--- src/rtl/itc_pkg.sv ---
package itc_pkg;
   localparam int ADDR_W   = 8;
   localparam int DATA_W   = 32;
   localparam int IDX_W    = 6;
   localparam int BYTE_LSB = 2;
   localparam int NUM_SRC  = 4;
   localparam int CNT_W    = 16;
   localparam int PIT_W    = 12;
   localparam int PIT_HI   = 8;

   // register indices; byte address is four times the index
   localparam logic [IDX_W-1:0] IDX_CAP_A_RISE = 6'h22;
   localparam logic [IDX_W-1:0] IDX_CAP_B_RISE = 6'h23;
   localparam logic [IDX_W-1:0] IDX_CAP_A_FALL = 6'h24;
   localparam logic [IDX_W-1:0] IDX_CAP_B_FALL = 6'h25;
   localparam logic [IDX_W-1:0] IDX_CNT_LO     = 6'h26;
   localparam logic [IDX_W-1:0] IDX_CNT_HI     = 6'h27;
   localparam logic [IDX_W-1:0] IDX_RLD_LO     = 6'h28;
   localparam logic [IDX_W-1:0] IDX_RLD_HI     = 6'h29;
   localparam logic [IDX_W-1:0] IDX_CFG        = 6'h2A;
   localparam logic [IDX_W-1:0] IDX_IEN        = 6'h2B;
   localparam logic [IDX_W-1:0] IDX_STS        = 6'h2C;

   // capture register index per source: A rise, A fall, B rise, B fall
   localparam logic [IDX_W-1:0] CAP_IDX [NUM_SRC] = '{6'h22, 6'h24, 6'h23, 6'h25};

   // configuration fields
   localparam int CFG_HOLD_BIT = 7;
   localparam int CFG_PRE_MSB  = 6;
   localparam int CFG_PRE_LSB  = 4;
   localparam int CFG_WIDE_BIT = 3;
   localparam logic [7:0] CFG_WMASK = 8'hF8;
   localparam logic [7:0] RST_BYTE  = 8'h00;

   localparam logic [1:0] RESP_OKAY   = 2'h0;
   localparam logic [1:0] RESP_SLVERR = 2'h2;

   // sample clock rate derived from the system clock
   localparam int CLK_PERIOD_NS    = 10;
   localparam int SAMPLE_PERIOD_NS = 250;
   localparam int TICK_CYC         = SAMPLE_PERIOD_NS / CLK_PERIOD_NS;
   localparam int TICK_W           = 5;
endpackage : itc_pkg

--- src/rtl/itc_top.sv ---
// Our own choice: the AXI4-Lite slave port.
`timescale 1ns/1ns
module itc_top (
   input  wire logic                        CLK,
   input  wire logic                        NRST,
   input  wire logic [itc_pkg::ADDR_W-1:0]  AWADDR,
   input  wire logic                        AWVALID,
   output logic                             AWREADY,
   input  wire logic [itc_pkg::DATA_W-1:0]  WDATA,
   input  wire logic [3:0]                  WSTRB,
   input  wire logic                        WVALID,
   output logic                             WREADY,
   output logic [1:0]                       BRESP,
   output logic                             BVALID,
   input  wire logic                        BREADY,
   input  wire logic [itc_pkg::ADDR_W-1:0]  ARADDR,
   input  wire logic                        ARVALID,
   output logic                             ARREADY,
   output logic [itc_pkg::DATA_W-1:0]       RDATA,
   output logic [1:0]                       RRESP,
   output logic                             RVALID,
   input  wire logic                        RREADY,
   input  wire logic                        CAPTURE_INPUT_A,
   input  wire logic                        CAPTURE_INPUT_B,
   output logic [itc_pkg::NUM_SRC-1:0]      CAPTURE_IRQ,
   output logic                             INTERVAL_IRQ
);
   import itc_pkg::*;

   logic [ADDR_W-1:0]  aw_addr_r;
   logic [7:0]         w_data_r;
   logic               w_strb_r;
   logic               aw_full_r, w_full_r;
   logic               awready_r, wready_r, bvalid_r, arready_r, rvalid_r;
   logic [1:0]         bresp_r, rresp_r;
   logic [DATA_W-1:0]  rdata_r;
   logic               aw_take, w_take, do_wr, ar_take;
   logic               aw_full_nxt, w_full_nxt;
   logic [IDX_W-1:0]   wr_idx, rd_idx;
   logic               wr_byte;
   logic [7:0]         rd_byte;
   logic               rd_ok;

   logic [TICK_W-1:0]  tick_cnt_r;
   logic               tick;
   logic [CNT_W-1:0]   free_cnt_r;
   logic [PIT_W-1:0]   count_r;
   logic [3:0]         count_hi_r;
   logic [7:0]         reload_lo_r;
   logic [3:0]         reload_hi_r;
   logic               pit_irq_r;
   logic [7:0]         cfg_r;
   logic [NUM_SRC-1:0] ien_r, sts_r, irq_r, held_r;
   logic [7:0]         cap_r [NUM_SRC];
   logic [1:0]         in_meta_r, in_sync_r, in_prev_r;
   logic [NUM_SRC-1:0] edge_ev, ev_ok, ld, rd_hit, clr_held;
   logic               hold, wide;
   logic [7:0]         sel8;

   assign AWREADY      = awready_r;
   assign WREADY       = wready_r;
   assign BVALID       = bvalid_r;
   assign BRESP        = bresp_r;
   assign ARREADY      = arready_r;
   assign RVALID       = rvalid_r;
   assign RRESP        = rresp_r;
   assign RDATA        = rdata_r;
   assign CAPTURE_IRQ  = irq_r;
   assign INTERVAL_IRQ = pit_irq_r;

   // write channel: address and data are taken in either order
   assign aw_take     = AWVALID & awready_r;
   assign w_take      = WVALID & wready_r;
   assign do_wr       = aw_full_r & w_full_r & ~bvalid_r;
   assign aw_full_nxt = (aw_full_r | aw_take) & ~do_wr;
   assign w_full_nxt  = (w_full_r | w_take) & ~do_wr;
   assign wr_idx      = aw_addr_r[BYTE_LSB +: IDX_W];
   assign wr_byte     = do_wr & w_strb_r;   // data lives in byte lane 0

   always_ff @(posedge CLK or negedge NRST) begin
      if (!NRST) begin
         aw_full_r <= 1'b0;
         w_full_r  <= 1'b0;
         awready_r <= 1'b0;
         wready_r  <= 1'b0;
         aw_addr_r <= '0;
         w_data_r  <= RST_BYTE;
         w_strb_r  <= 1'b0;
      end else begin
         aw_full_r <= aw_full_nxt;
         w_full_r  <= w_full_nxt;
         awready_r <= ~aw_full_nxt;
         wready_r  <= ~w_full_nxt;
         if (aw_take) begin
            aw_addr_r <= AWADDR;
         end
         if (w_take) begin
            w_data_r <= WDATA[7:0];
            w_strb_r <= WSTRB[0];
         end
      end
   end

   // write response: unmapped addresses answer with a slave error
   always_ff @(posedge CLK or negedge NRST) begin
      if (!NRST) begin
         bvalid_r <= 1'b0;
         bresp_r  <= RESP_OKAY;
      end else if (do_wr) begin
         bvalid_r <= 1'b1;
         bresp_r  <= (wr_idx >= IDX_CAP_A_RISE && wr_idx <= IDX_STS) ? RESP_OKAY : RESP_SLVERR;
      end else if (BREADY) begin
         bvalid_r <= 1'b0;
      end
   end

   // read channel: one read in flight, answered the cycle after acceptance
   assign ar_take = ARVALID & arready_r;
   assign rd_idx  = ARADDR[BYTE_LSB +: IDX_W];

   always_comb begin
      rd_ok   = 1'b1;
      rd_byte = RST_BYTE;
      case (rd_idx)
         IDX_CAP_A_RISE: rd_byte = cap_r[0];
         IDX_CAP_A_FALL: rd_byte = cap_r[1];
         IDX_CAP_B_RISE: rd_byte = cap_r[2];
         IDX_CAP_B_FALL: rd_byte = cap_r[3];
         IDX_CNT_LO:     rd_byte = count_r[7:0];
         IDX_CNT_HI:     rd_byte = {4'h0, count_hi_r};
         IDX_RLD_LO:     rd_byte = reload_lo_r;
         IDX_RLD_HI:     rd_byte = {4'h0, reload_hi_r};
         IDX_CFG:        rd_byte = cfg_r;
         IDX_IEN:        rd_byte = {4'h0, ien_r};
         IDX_STS:        rd_byte = {4'h0, sts_r};
         default:        rd_ok   = 1'b0;
      endcase
   end

   always_ff @(posedge CLK or negedge NRST) begin
      if (!NRST) begin
         arready_r <= 1'b0;
         rvalid_r  <= 1'b0;
         rresp_r   <= RESP_OKAY;
         rdata_r   <= '0;
      end else begin
         arready_r <= ~ar_take & ~(rvalid_r & ~RREADY);
         if (ar_take) begin
            rvalid_r <= 1'b1;
            rdata_r  <= {24'h000000, rd_byte};
            rresp_r  <= rd_ok ? RESP_OKAY : RESP_SLVERR;
         end else if (RREADY) begin
            rvalid_r <= 1'b0;
         end
      end
   end

   // software registers; reserved bits are never stored
   always_ff @(posedge CLK or negedge NRST) begin
      if (!NRST) begin
         reload_lo_r <= RST_BYTE;
         reload_hi_r <= 4'h0;
         cfg_r       <= RST_BYTE;
         ien_r       <= '0;
      end else if (wr_byte) begin
         case (wr_idx)
            IDX_RLD_LO: reload_lo_r <= w_data_r;
            IDX_RLD_HI: reload_hi_r <= w_data_r[3:0];
            IDX_CFG:    cfg_r       <= w_data_r & CFG_WMASK;
            IDX_IEN:    ien_r       <= w_data_r[NUM_SRC-1:0];
            default:    ;
         endcase
      end
   end

   // sample-clock enable from a divider, keeps one clock domain
   assign tick = (tick_cnt_r == TICK_W'(TICK_CYC - 1));

   always_ff @(posedge CLK or negedge NRST) begin
      if (!NRST) begin
         tick_cnt_r <= '0;
      end else begin
         tick_cnt_r <= tick ? '0 : tick_cnt_r + 1'b1;
      end
   end

   // free-running count advances only on the sample enable
   always_ff @(posedge CLK or negedge NRST) begin
      if (!NRST) begin
         free_cnt_r <= '0;
      end else if (tick) begin
         free_cnt_r <= free_cnt_r + 1'b1;
      end
   end

   // interval timer: down count, reload on expiry with a one-cycle pulse;
   // the reload pair is only sampled at expiry, so a low-then-high write
   // sequence is never seen half done unless expiry falls between them
   always_ff @(posedge CLK or negedge NRST) begin
      if (!NRST) begin
         count_r   <= '0;
         pit_irq_r <= 1'b0;
      end else begin
         pit_irq_r <= 1'b0;
         if (tick) begin
            if (count_r == '0) begin
               count_r   <= {reload_hi_r, reload_lo_r};
               pit_irq_r <= 1'b1;
            end else begin
               count_r <= count_r - 1'b1;
            end
         end
      end
   end

   // low-byte read freezes the upper nibble for a coherent pair
   always_ff @(posedge CLK or negedge NRST) begin
      if (!NRST) begin
         count_hi_r <= 4'h0;
      end else if (ar_take && rd_idx == IDX_CNT_LO) begin
         count_hi_r <= count_r[PIT_W-1:PIT_HI];
      end
   end

   // pins are asynchronous: two flops, then edge detect on the second
   always_ff @(posedge CLK or negedge NRST) begin
      if (!NRST) begin
         in_meta_r <= 2'b00;
         in_sync_r <= 2'b00;
         in_prev_r <= 2'b00;
      end else begin
         in_meta_r <= {CAPTURE_INPUT_B, CAPTURE_INPUT_A};
         in_sync_r <= in_meta_r;
         in_prev_r <= in_sync_r;
      end
   end

   assign edge_ev = {~in_sync_r[1] & in_prev_r[1], in_sync_r[1] & ~in_prev_r[1],
                     ~in_sync_r[0] & in_prev_r[0], in_sync_r[0] & ~in_prev_r[0]};
   assign hold    = cfg_r[CFG_HOLD_BIT];
   assign wide    = cfg_r[CFG_WIDE_BIT];
   assign sel8    = 8'(free_cnt_r >> cfg_r[CFG_PRE_MSB:CFG_PRE_LSB]);

   // per-source capture: unit A is sources 0-1, unit B is sources 2-3
   for (genvar i = 0; i < NUM_SRC; i++) begin : g_cap
      if (i < 2) begin : g_a
         // held edge blocks later ones until the register is read
         assign ev_ok[i]    = edge_ev[i] & ~(hold & held_r[i]);
         assign ld[i]       = ev_ok[i];
         assign clr_held[i] = rd_hit[i] | (wide & rd_hit[i+2]);
         always_ff @(posedge CLK or negedge NRST) begin
            if (!NRST) begin
               cap_r[i] <= RST_BYTE;
            end else if (ld[i]) begin
               cap_r[i] <= wide ? free_cnt_r[7:0] : sel8;
            end
         end
      end else begin : g_b
         // wide mode silences unit B and borrows its registers
         assign ev_ok[i]    = edge_ev[i] & ~(hold & held_r[i]) & ~wide;
         assign ld[i]       = wide ? ev_ok[i-2] : ev_ok[i];
         assign clr_held[i] = rd_hit[i];
         always_ff @(posedge CLK or negedge NRST) begin
            if (!NRST) begin
               cap_r[i] <= RST_BYTE;
            end else if (ld[i]) begin
               cap_r[i] <= wide ? free_cnt_r[CNT_W-1:8] : sel8;
            end
         end
      end

      assign rd_hit[i] = ar_take & (rd_idx == CAP_IDX[i]);

      // a fresh capture wins over a read in the same cycle
      always_ff @(posedge CLK or negedge NRST) begin
         if (!NRST) begin
            held_r[i] <= 1'b0;
         end else if (ev_ok[i] && hold) begin
            held_r[i] <= 1'b1;
         end else if (clr_held[i]) begin
            held_r[i] <= 1'b0;
         end
      end

      // sticky status: set beats a write-one clear
      always_ff @(posedge CLK or negedge NRST) begin
         if (!NRST) begin
            sts_r[i] <= 1'b0;
         end else if (ev_ok[i]) begin
            sts_r[i] <= 1'b1;
         end else if (wr_byte && wr_idx == IDX_STS && w_data_r[i]) begin
            sts_r[i] <= 1'b0;
         end
      end
   end

   // level request per source stays up until software clears status
   always_ff @(posedge CLK or negedge NRST) begin
      if (!NRST) begin
         irq_r <= '0;
      end else begin
         irq_r <= sts_r & ien_r;
      end
   end

   a_irq_follows_sts: assert property (@(posedge CLK) disable iff (!NRST)
      (sts_r[0] & ien_r[0]) |=> CAPTURE_IRQ[0]) else $error("capture irq missing");
   a_sts_set_edge: assert property (@(posedge CLK) disable iff (!NRST)
      ev_ok[2] |=> sts_r[2] ##1 CAPTURE_IRQ[2] == $past(ien_r[2])) else $error("status not set");
   a_hold_keeps: assert property (@(posedge CLK) disable iff (!NRST)
      (hold & held_r[0] & ~clr_held[0]) |=> $stable(cap_r[0])) else $error("held capture changed");
   a_latest_edge: assert property (@(posedge CLK) disable iff (!NRST)
      (~hold & edge_ev[1] & ~wide) |=> cap_r[1] == $past(sel8)) else $error("capture not overwritten");
   a_wide_upper: assert property (@(posedge CLK) disable iff (!NRST)
      (wide & ev_ok[1]) |=> cap_r[3] == $past(free_cnt_r[CNT_W-1:8])) else $error("upper byte wrong");
   a_narrow_b_fall: assert property (@(posedge CLK) disable iff (!NRST)
      (~wide & ev_ok[3]) |=> cap_r[3] == $past(sel8)) else $error("unit b fall wrong");
   a_cnt_hi_latch: assert property (@(posedge CLK) disable iff (!NRST)
      (ar_take && rd_idx == IDX_CNT_LO) |=> count_hi_r == $past(count_r[PIT_W-1:PIT_HI]))
      else $error("nibble not latched");
   a_pit_reload: assert property (@(posedge CLK) disable iff (!NRST)
      (tick && count_r == '0) |=> INTERVAL_IRQ && count_r[PIT_HI-1:0] == $past(reload_lo_r)
                                  && count_r[PIT_W-1:PIT_HI] == $past(reload_hi_r))
      else $error("interval reload wrong");
   a_b_silent_wide: assert property (@(posedge CLK) disable iff (!NRST)
      wide |=> (sts_r[3:2] & ~$past(sts_r[3:2])) == 2'b00) else $error("unit b active in wide mode");
   a_free_on_tick: assert property (@(posedge CLK) disable iff (!NRST)
      !tick |=> $stable(free_cnt_r)) else $error("counter moved without tick");
   a_w1c_clear: assert property (@(posedge CLK) disable iff (!NRST)
      (wr_byte && wr_idx == IDX_STS && w_data_r[1] && !ev_ok[1]) |=> !sts_r[1])
      else $error("status not cleared");
endmodule : itc_top

--- config.mk ---
export PLATFORM = sky130hd
export DESIGN_NAME = itc_top
export DESIGN_NICKNAME = d
export VERILOG_FILES = /design/src/rtl/itc_pkg.sv /design/src/rtl/itc_top.sv
export SDC_FILE = /design/constraint.sdc
export NUM_CORES = 1
export LEC_CHECK = 0
export BUFFER_PORTS_ARGS = -buffer_cell sky130_fd_sc_hd__buf_2
export CAP_MARGIN = 20
export CORE_UTILIZATION = 62
export CTS_BUF_LIST = sky130_fd_sc_hd__clkbuf_16
export CTS_CLUSTER_DIAMETER = 50
export DETAILED_ROUTE_END_ITERATION = 12
export GPL_ROUTABILITY_DRIVEN = 0
export PLACE_DENSITY = 0.86
export REMOVE_ABC_BUFFERS = 1
export SYNTH_ARGS = -nofsm -noshare
export SYNTH_HDL_FRONTEND = slang
export SYNTH_SLANG_ARGS = --single-unit
export TNS_END_PERCENT = 30
--- constraint.sdc ---
create_clock -name CLK -period 5.1 [get_ports CLK]
set_input_delay 1.02 -clock CLK [delete_from_list [all_inputs] [get_ports CLK]]
set_output_delay 1.02 -clock CLK [all_outputs]
set_load 0.02 [all_outputs]
==> impl_metrics.env, run 1 <==
export IMPL_dieWidth_um=109.1
export IMPL_slowest_stage="o21ai_1"
export IMPL_clock_latency_ps=430
export IMPL_ff2ff_path_depth=6
export IMPL_hp_class="flop to flop"
export IMPL_ff2ff_setup_slack_ps=2750
export IMPL_synth_edff_count=0
export IMPL_routed_wl_um=16740
export IMPL_layout_nets=737
export IMPL_synthCells=630
export IMPL_antenna_found_initial=0
export IMPL_io_buffers=49
export IMPL_dieArea_mm2=0.01191
export IMPL_ant_nets=0
export IMPL_routedWlPerCell_um=20.31
export IMPL_cts_tree="done"
export IMPL_crit_type="input pin to flop"
export IMPL_required_ps=5410
export IMPL_drive_gt1_share_pct=24.85
export IMPL_netlist_area_leader_share_pct=49.59
export IMPL_final_setup_viol_count=0
export IMPL_syn_area_mm2=0.007116
export IMPL_n_antenna_cell=0
export IMPL_ys_warnings_count=0
export IMPL_crit_arrival_ps=2850
export IMPL_clock_skew_ps=9.881
export IMPL_synth_common_cells="dfrtp_1 (141), nand2_1 (76), mux2_2 (46)"
export IMPL_clk_pin_slew_ps=70
export IMPL_rsz0062_at_grt="no"
export IMPL_cts_root_buffer="clkbuf_16"
export IMPL_p_per_area_mw_per_mm2=512.4
export IMPL_row_count=38
export IMPL_fin_crit_ps=2534
export IMPL_fin_setup_tns_ps=0
export IMPL_worstMarginPinSlew_ps=923.1
export IMPL_ios=107
export IMPL_track_usage_pct=31.08
export IMPL_fillers=744
export IMPL_synthTopCellsByArea="dfrtp_1 (50%), mux2_2 (7.3%), mux4_2 (4.7%)"
export IMPL_grt_pass1_vias=5369
export IMPL_vdd_drop_max_uv=313.6
export IMPL_holdWs_ps=350.8
export IMPL_ys_seq_area_share_pct=49.59
export IMPL_core_area_mm2=0.01103
export IMPL_synth_seq_cells=141
export IMPL_cp_start_kind="input pin"
export IMPL_fin_util_pct=71.93
export IMPL_grt_first_pass_wirelength_um=27080
export IMPL_maxSlewHeadroom_pct=38.46
export IMPL_path_max_fanout=30
export IMPL_drtPass1Iterations=5
export IMPL_cp_endpoint="RDATA[5]"
export IMPL_numCtsBuffers=17
export IMPL_p_leak_nw=3.568
export IMPL_cts_resized_gates=0
export IMPL_synth_cell_types=66
export IMPL_synthFlopType="dfrtp_1"
export IMPL_fmax_ghz=0.3947
export IMPL_clk_path_buf_depth=2
export IMPL_r2r_end="count_r[7]"
export IMPL_yosysTopAreaCell="dfrtp_1"
export IMPL_cts_hold_buffers=0
export IMPL_async_reset_ff_share_pct=100.0
export IMPL_setup_ws_ps=2566
export IMPL_critPathLaunch="ARADDR[3]"
export IMPL_slew_viol_final=0
export IMPL_grt_ovfl_total=0
export IMPL_initialDrtViolationCount=568
export IMPL_critPathCaptureType="flop"
export IMPL_area_growth_pct=11.50
export IMPL_drc=0
export IMPL_power_mw=4.065
export IMPL_cts_sinks=141
export IMPL_finalCritPeriodShare_pct=49.68
export IMPL_htree_num_levels=4
export IMPL_post_synth_cell_area_avg_um2=11.29
export IMPL_dpl_hpwl_um=11480
export IMPL_worstPathCellList="buf_2 > nor2_1 > o21ai_1 > a21oi_1 > a221o_1"
export IMPL_outcome="complete, no violations"
export IMPL_finalHoldViolCount=0
export IMPL_pre_cts_slack_ps=2194
export IMPL_slowest_delay_ps=710
export IMPL_vias_per_cell=6.351
export IMPL_drv_cap=0
export IMPL_post_cts_buffers=0
export IMPL_num_vias=5233
export IMPL_die_height_um=109.1
export IMPL_r2r_start="tick_cnt_r[0]"
export IMPL_grt_max_degree=106
export IMPL_synth_most_common_cell="dfrtp_1"
export IMPL_initial_core_util_pct=64.51
[metrics by stage]
step,area (um2),instances
after floorplan,6867,600
after global placement,7316,792
after detailed placement,7316,792
after CTS,7934,824
after global routing,7934,824
final,7934,824
[layout by cell type (no fill, tap or decap), types with 3 or more instances in the layout]
cell,count
nor3_2,5
buf_2,48
nand4_1,4
and2_1,8
ha_1,5
nand3b_1,4
xnor2_1,16
conb_1,26
mux4_2,15
dfrtp_1,141
nor3_1,3
nor4_4,4
a21o_1,12
a22oi_1,9
nand2b_1,3
inv_6,5
o21ai_1,5
a31oi_1,4
nand3_1,14
nor2b_1,10
nor4_2,3
o21ai_0,44
mux2i_1,12
a221o_1,5
a211oi_1,3
a22o_1,4
buf_4,3
inv_8,4
nor2_1,17
o22ai_1,8
clkbuf_16,17
inv_1,28
a32oi_1,3
a21oi_1,10
o31ai_1,17
clkinv_8,4
nand2_1,76
mux2_2,46
[kinds of logic (layout without fill, tap and decap cells)]
family                     Yosys count  in the layout  share of synthesized area, %
other                                1             26                       0.05270
DFF                                141            141                         49.59
AOI/OAI and AO/OA                  136            136                         12.75
xor gates and xnor gates            17             17                         2.092
adders and majority gates            5              5                        0.8792
buffers and inverters               83            112                         6.295
and+or+nand+nor                    173            173                         14.26
muxes                               74             74                         14.08
[worst min-delay path by stage]
stage              endpoint  cells after the start  slack (ps)    startpoint
2_1_floorplan  in_sync_r[0]                      0         330  in_meta_r[0]
3_3_place_gp   in_sync_r[0]                      0         330  in_meta_r[0]
3_5_place_dp   in_sync_r[0]                      0         330  in_meta_r[0]
4_1_cts        in_sync_r[0]                      0         350  in_meta_r[0]
5_1_grt        in_sync_r[0]                      0         360  in_meta_r[0]
6_report       in_sync_r[0]                      0         350  in_meta_r[0]
[area by class of cell]
cell class	instances	area (um2)	area share [%]
Clock inverter	15	192.7	2.429
Multi-Input combinational cell	431	3233	40.75
Timing Repair Buffer	52	274.0	3.454
Tap cell	140	175.2	2.208
Inverter	28	105.1	1.325
Clock buffer	17	425.4	5.362
Sequential cell	141	3528	44.47
[critical path, delay by kind of cell]
| family | cells | cell delay, ps |
|---|---|---|
| AO/OA/AOI/OAI | 3 | 1100 |
| AND/OR/NAND/NOR | 1 | 170 |
| buffers and inverters | 1 | 540 |
[metal layers]
metal	vias up	wire, um	share of wire (%)	track usage, %
met5	-	0	0	0
met1	2589	6508	39	40.16
met4	0	516	3.1	16.22
met2	273	8329	50	48.52
met3	56	1381	8.3	7.890
li1	2315	-	-	-
[sequential cells by signal (all words and copies together) (netlist names), 5 cells and up]
name	flops
reload_lo_r	8
free_cnt_r	16
aw_addr_r	6
cap_r	32
RDATA	8
tick_cnt_r	5
w_data_r	8
cfg_r	5
count_r	12
[where the power goes]
part           total [mW]  internal (mW)  switching [mW]
clock network        1.27          0.708           0.564
registers            1.67           1.40           0.273
logic                1.12          0.499           0.624
Power figures use the tool's default switching activity.
==> run 2: changes to the inputs <==
CORE_UTILIZATION = 57   (was 62)
PLACE_DENSITY = 0.8   (was 0.86)
clock period = 2.5 ns   (was 5.1 ns; I/O delays follow)
==> run 2 against run 1 <==
Effect of this change:
- worst setup slack lost 2200 ps
- global-route usage shrank 2.8 points
- sequential cell count is the same
- critical endpoint is now free_cnt_r[14]
- register-to-register slack lost 2400 ps
- clock skew shrank 1.7 ps
==> impl_metrics.env, run 2 (same netlist as run 1, synthesis figures left out) <==
export IMPL_clk_path_buf_depth=2
export IMPL_cts_root_buffer="clkbuf_16"
export IMPL_numCtsBuffers=17
export IMPL_die_height_um=113.7
export IMPL_fin_setup_tns_ps=0
export IMPL_drv_cap=0
export IMPL_clock_skew_ps=8.209
export IMPL_num_vias=5236
export IMPL_p_comb_share_pct=27.7
export IMPL_cts_tree="done"
export IMPL_placed_area_mm2=0.007468
export IMPL_p_leak_nw=3.631
export IMPL_fillers=924
export IMPL_initialDrtViolationCount=435
export IMPL_ios=107
export IMPL_reg_top3="cap_r x32, free_cnt_r x16, count_r x12"
export IMPL_clk_pin_slew_ps=60
export IMPL_outcome="complete, no violations"
export IMPL_switching_power_mw=2.768
export IMPL_dieWidth_um=113.7
export IMPL_vias_per_cell=6.053
export IMPL_cts_sinks=141
export IMPL_drtPass1Iterations=5
export IMPL_most_common_layout_cells="dfrtp_1 (141), nand2_1 (76), buf_2 (48)"
export IMPL_antenna_found_initial=0
export IMPL_required_ps=2840
export IMPL_regMostFlops="cap_r"
export IMPL_cts_resized_gates=0
export IMPL_ant_nets=0
export IMPL_layout_nets=751
export IMPL_cts_hold_buffers=0
export IMPL_dpl_hpwl_um=11720
export IMPL_clock_latency_ps=430
export IMPL_internal_power_mw=5.533
export IMPL_postLayoutCellArea_mm2=0.008070
export IMPL_seq_power_share_pct=41.0
export IMPL_grt_ovfl_total=0
export IMPL_largest_reg_flops=32
export IMPL_fin_crit_ps=2167
export IMPL_layout_commonest_cell="dfrtp_1"
export IMPL_finalHoldViolCount=0
export IMPL_io_buffers=49
export IMPL_row_count=40
export IMPL_initial_core_util_pct=58.75
export IMPL_rsz0062_at_grt="no"
export IMPL_pre_cts_slack_ps=273.5
export IMPL_drive_gt1_share_pct=25.97
export IMPL_htree_num_levels=4
export IMPL_hp_class="input pin to async pin"
export IMPL_fmax_ghz=0.4614
export IMPL_worstMarginPinSlew_ps=899.5
export IMPL_dieArea_mm2=0.01293
export IMPL_maxSlewHeadroom_pct=40.03
export IMPL_routed_wl_um=16680
export IMPL_grt_max_degree=77
export IMPL_track_usage_pct=28.24
export IMPL_final_setup_viol_count=0
export IMPL_finalCritPeriodShare_pct=86.69
export IMPL_post_cts_buffers=0
export IMPL_area_growth_pct=13.42
export IMPL_sw_frac_of_total_pct=33.35
export IMPL_grt_first_pass_wirelength_um=27390
export IMPL_path_max_fanout=17
export IMPL_vdd_drop_max_uv=721.1
export IMPL_routedWlPerCell_um=19.28
export IMPL_core_area_mm2=0.01211
export IMPL_cp_start_kind="flop"
export IMPL_n_antenna_cell=0
export IMPL_p_per_area_mw_per_mm2=1029
export IMPL_power_frac_clock_pct=31.3
export IMPL_crit_type="flop to flop"
export IMPL_slew_viol_final=0
export IMPL_grt_pass1_vias=5305
export IMPL_critPathCaptureType="flop"
export IMPL_drc=0
export IMPL_crit_arrival_ps=2510
export IMPL_setup_ws_ps=332.7
[run 2: through the flow]
step | hold WS, ps | cells | utilization, % | power [mW]
2_1_floorplan | 204.4 | 600 | - | 4.918
3_3_place_gp | 332.3 | 834 | 61.66 | 5.519
3_5_place_dp | 338.0 | 834 | 61.66 | 5.674
4_1_cts | 129.4 | 865 | 66.63 | 8.294
5_1_grt | 158.7 | 865 | 66.63 | 8.716
6_report | 108.3 | 865 | 66.63 | 8.301
[run 2: metal layers]
layer | track usage [%] | vias up | routed length (um)
li1 | - | 2332 | -
met1 | 38.10 | 2631 | 7040
met2 | 43.46 | 238 | 7896
met3 | 8.236 | 35 | 1389
met4 | 10.79 | 0 | 352
met5 | 0 | - | 0
[run 2: cell type report]
class,count,area (um2),share of cell area [%]
multi-input cells,431,3233,40.06
inverters,28,105.1,1.302
repair buffers,66,391.6,4.853
clock buffers,17,425.4,5.271
clock inverters,14,176.4,2.186
well taps,168,210.2,2.605
flip-flops and latches,141,3528,43.72
[run 2: worst paths after layout]
path	end	from	slack, ps	depth (start not counted)
worst max-delay path	free_cnt_r[14]	tick_cnt_r[0]	330	7
worst min-delay path	tick_cnt_r[1]	NRST	110	1
worst max register to register	free_cnt_r[14]	tick_cnt_r[0]	330	7
worst min register to register	in_sync_r[0]	in_meta_r[0]	350	0
max in group asynchronous	cap_r[5]	NRST	1670	2
min in group CLK	in_meta_r[1]	CAPTURE_INPUT_B	190	1
[run 2: critical path: stages, from the launching register on]
cell	delay, ps
dfrtp_1	410
inv_1	70
ha_1	220
nand4b_4	310
nor3_2	420
nand4_1	250
nor4_2	240
xnor2_1	160
[run 2: power groups by stage]
stage	sequential, mW	combinational, mW	clock (mW)
6_report	3.40	2.30	2.60
5_1_grt	3.48	2.50	2.73
4_1_cts	3.39	2.28	2.62
3_5_place_dp	3.42	2.25	0
3_3_place_gp	3.38	2.14	0
2_1_floorplan	3.32	1.60	0
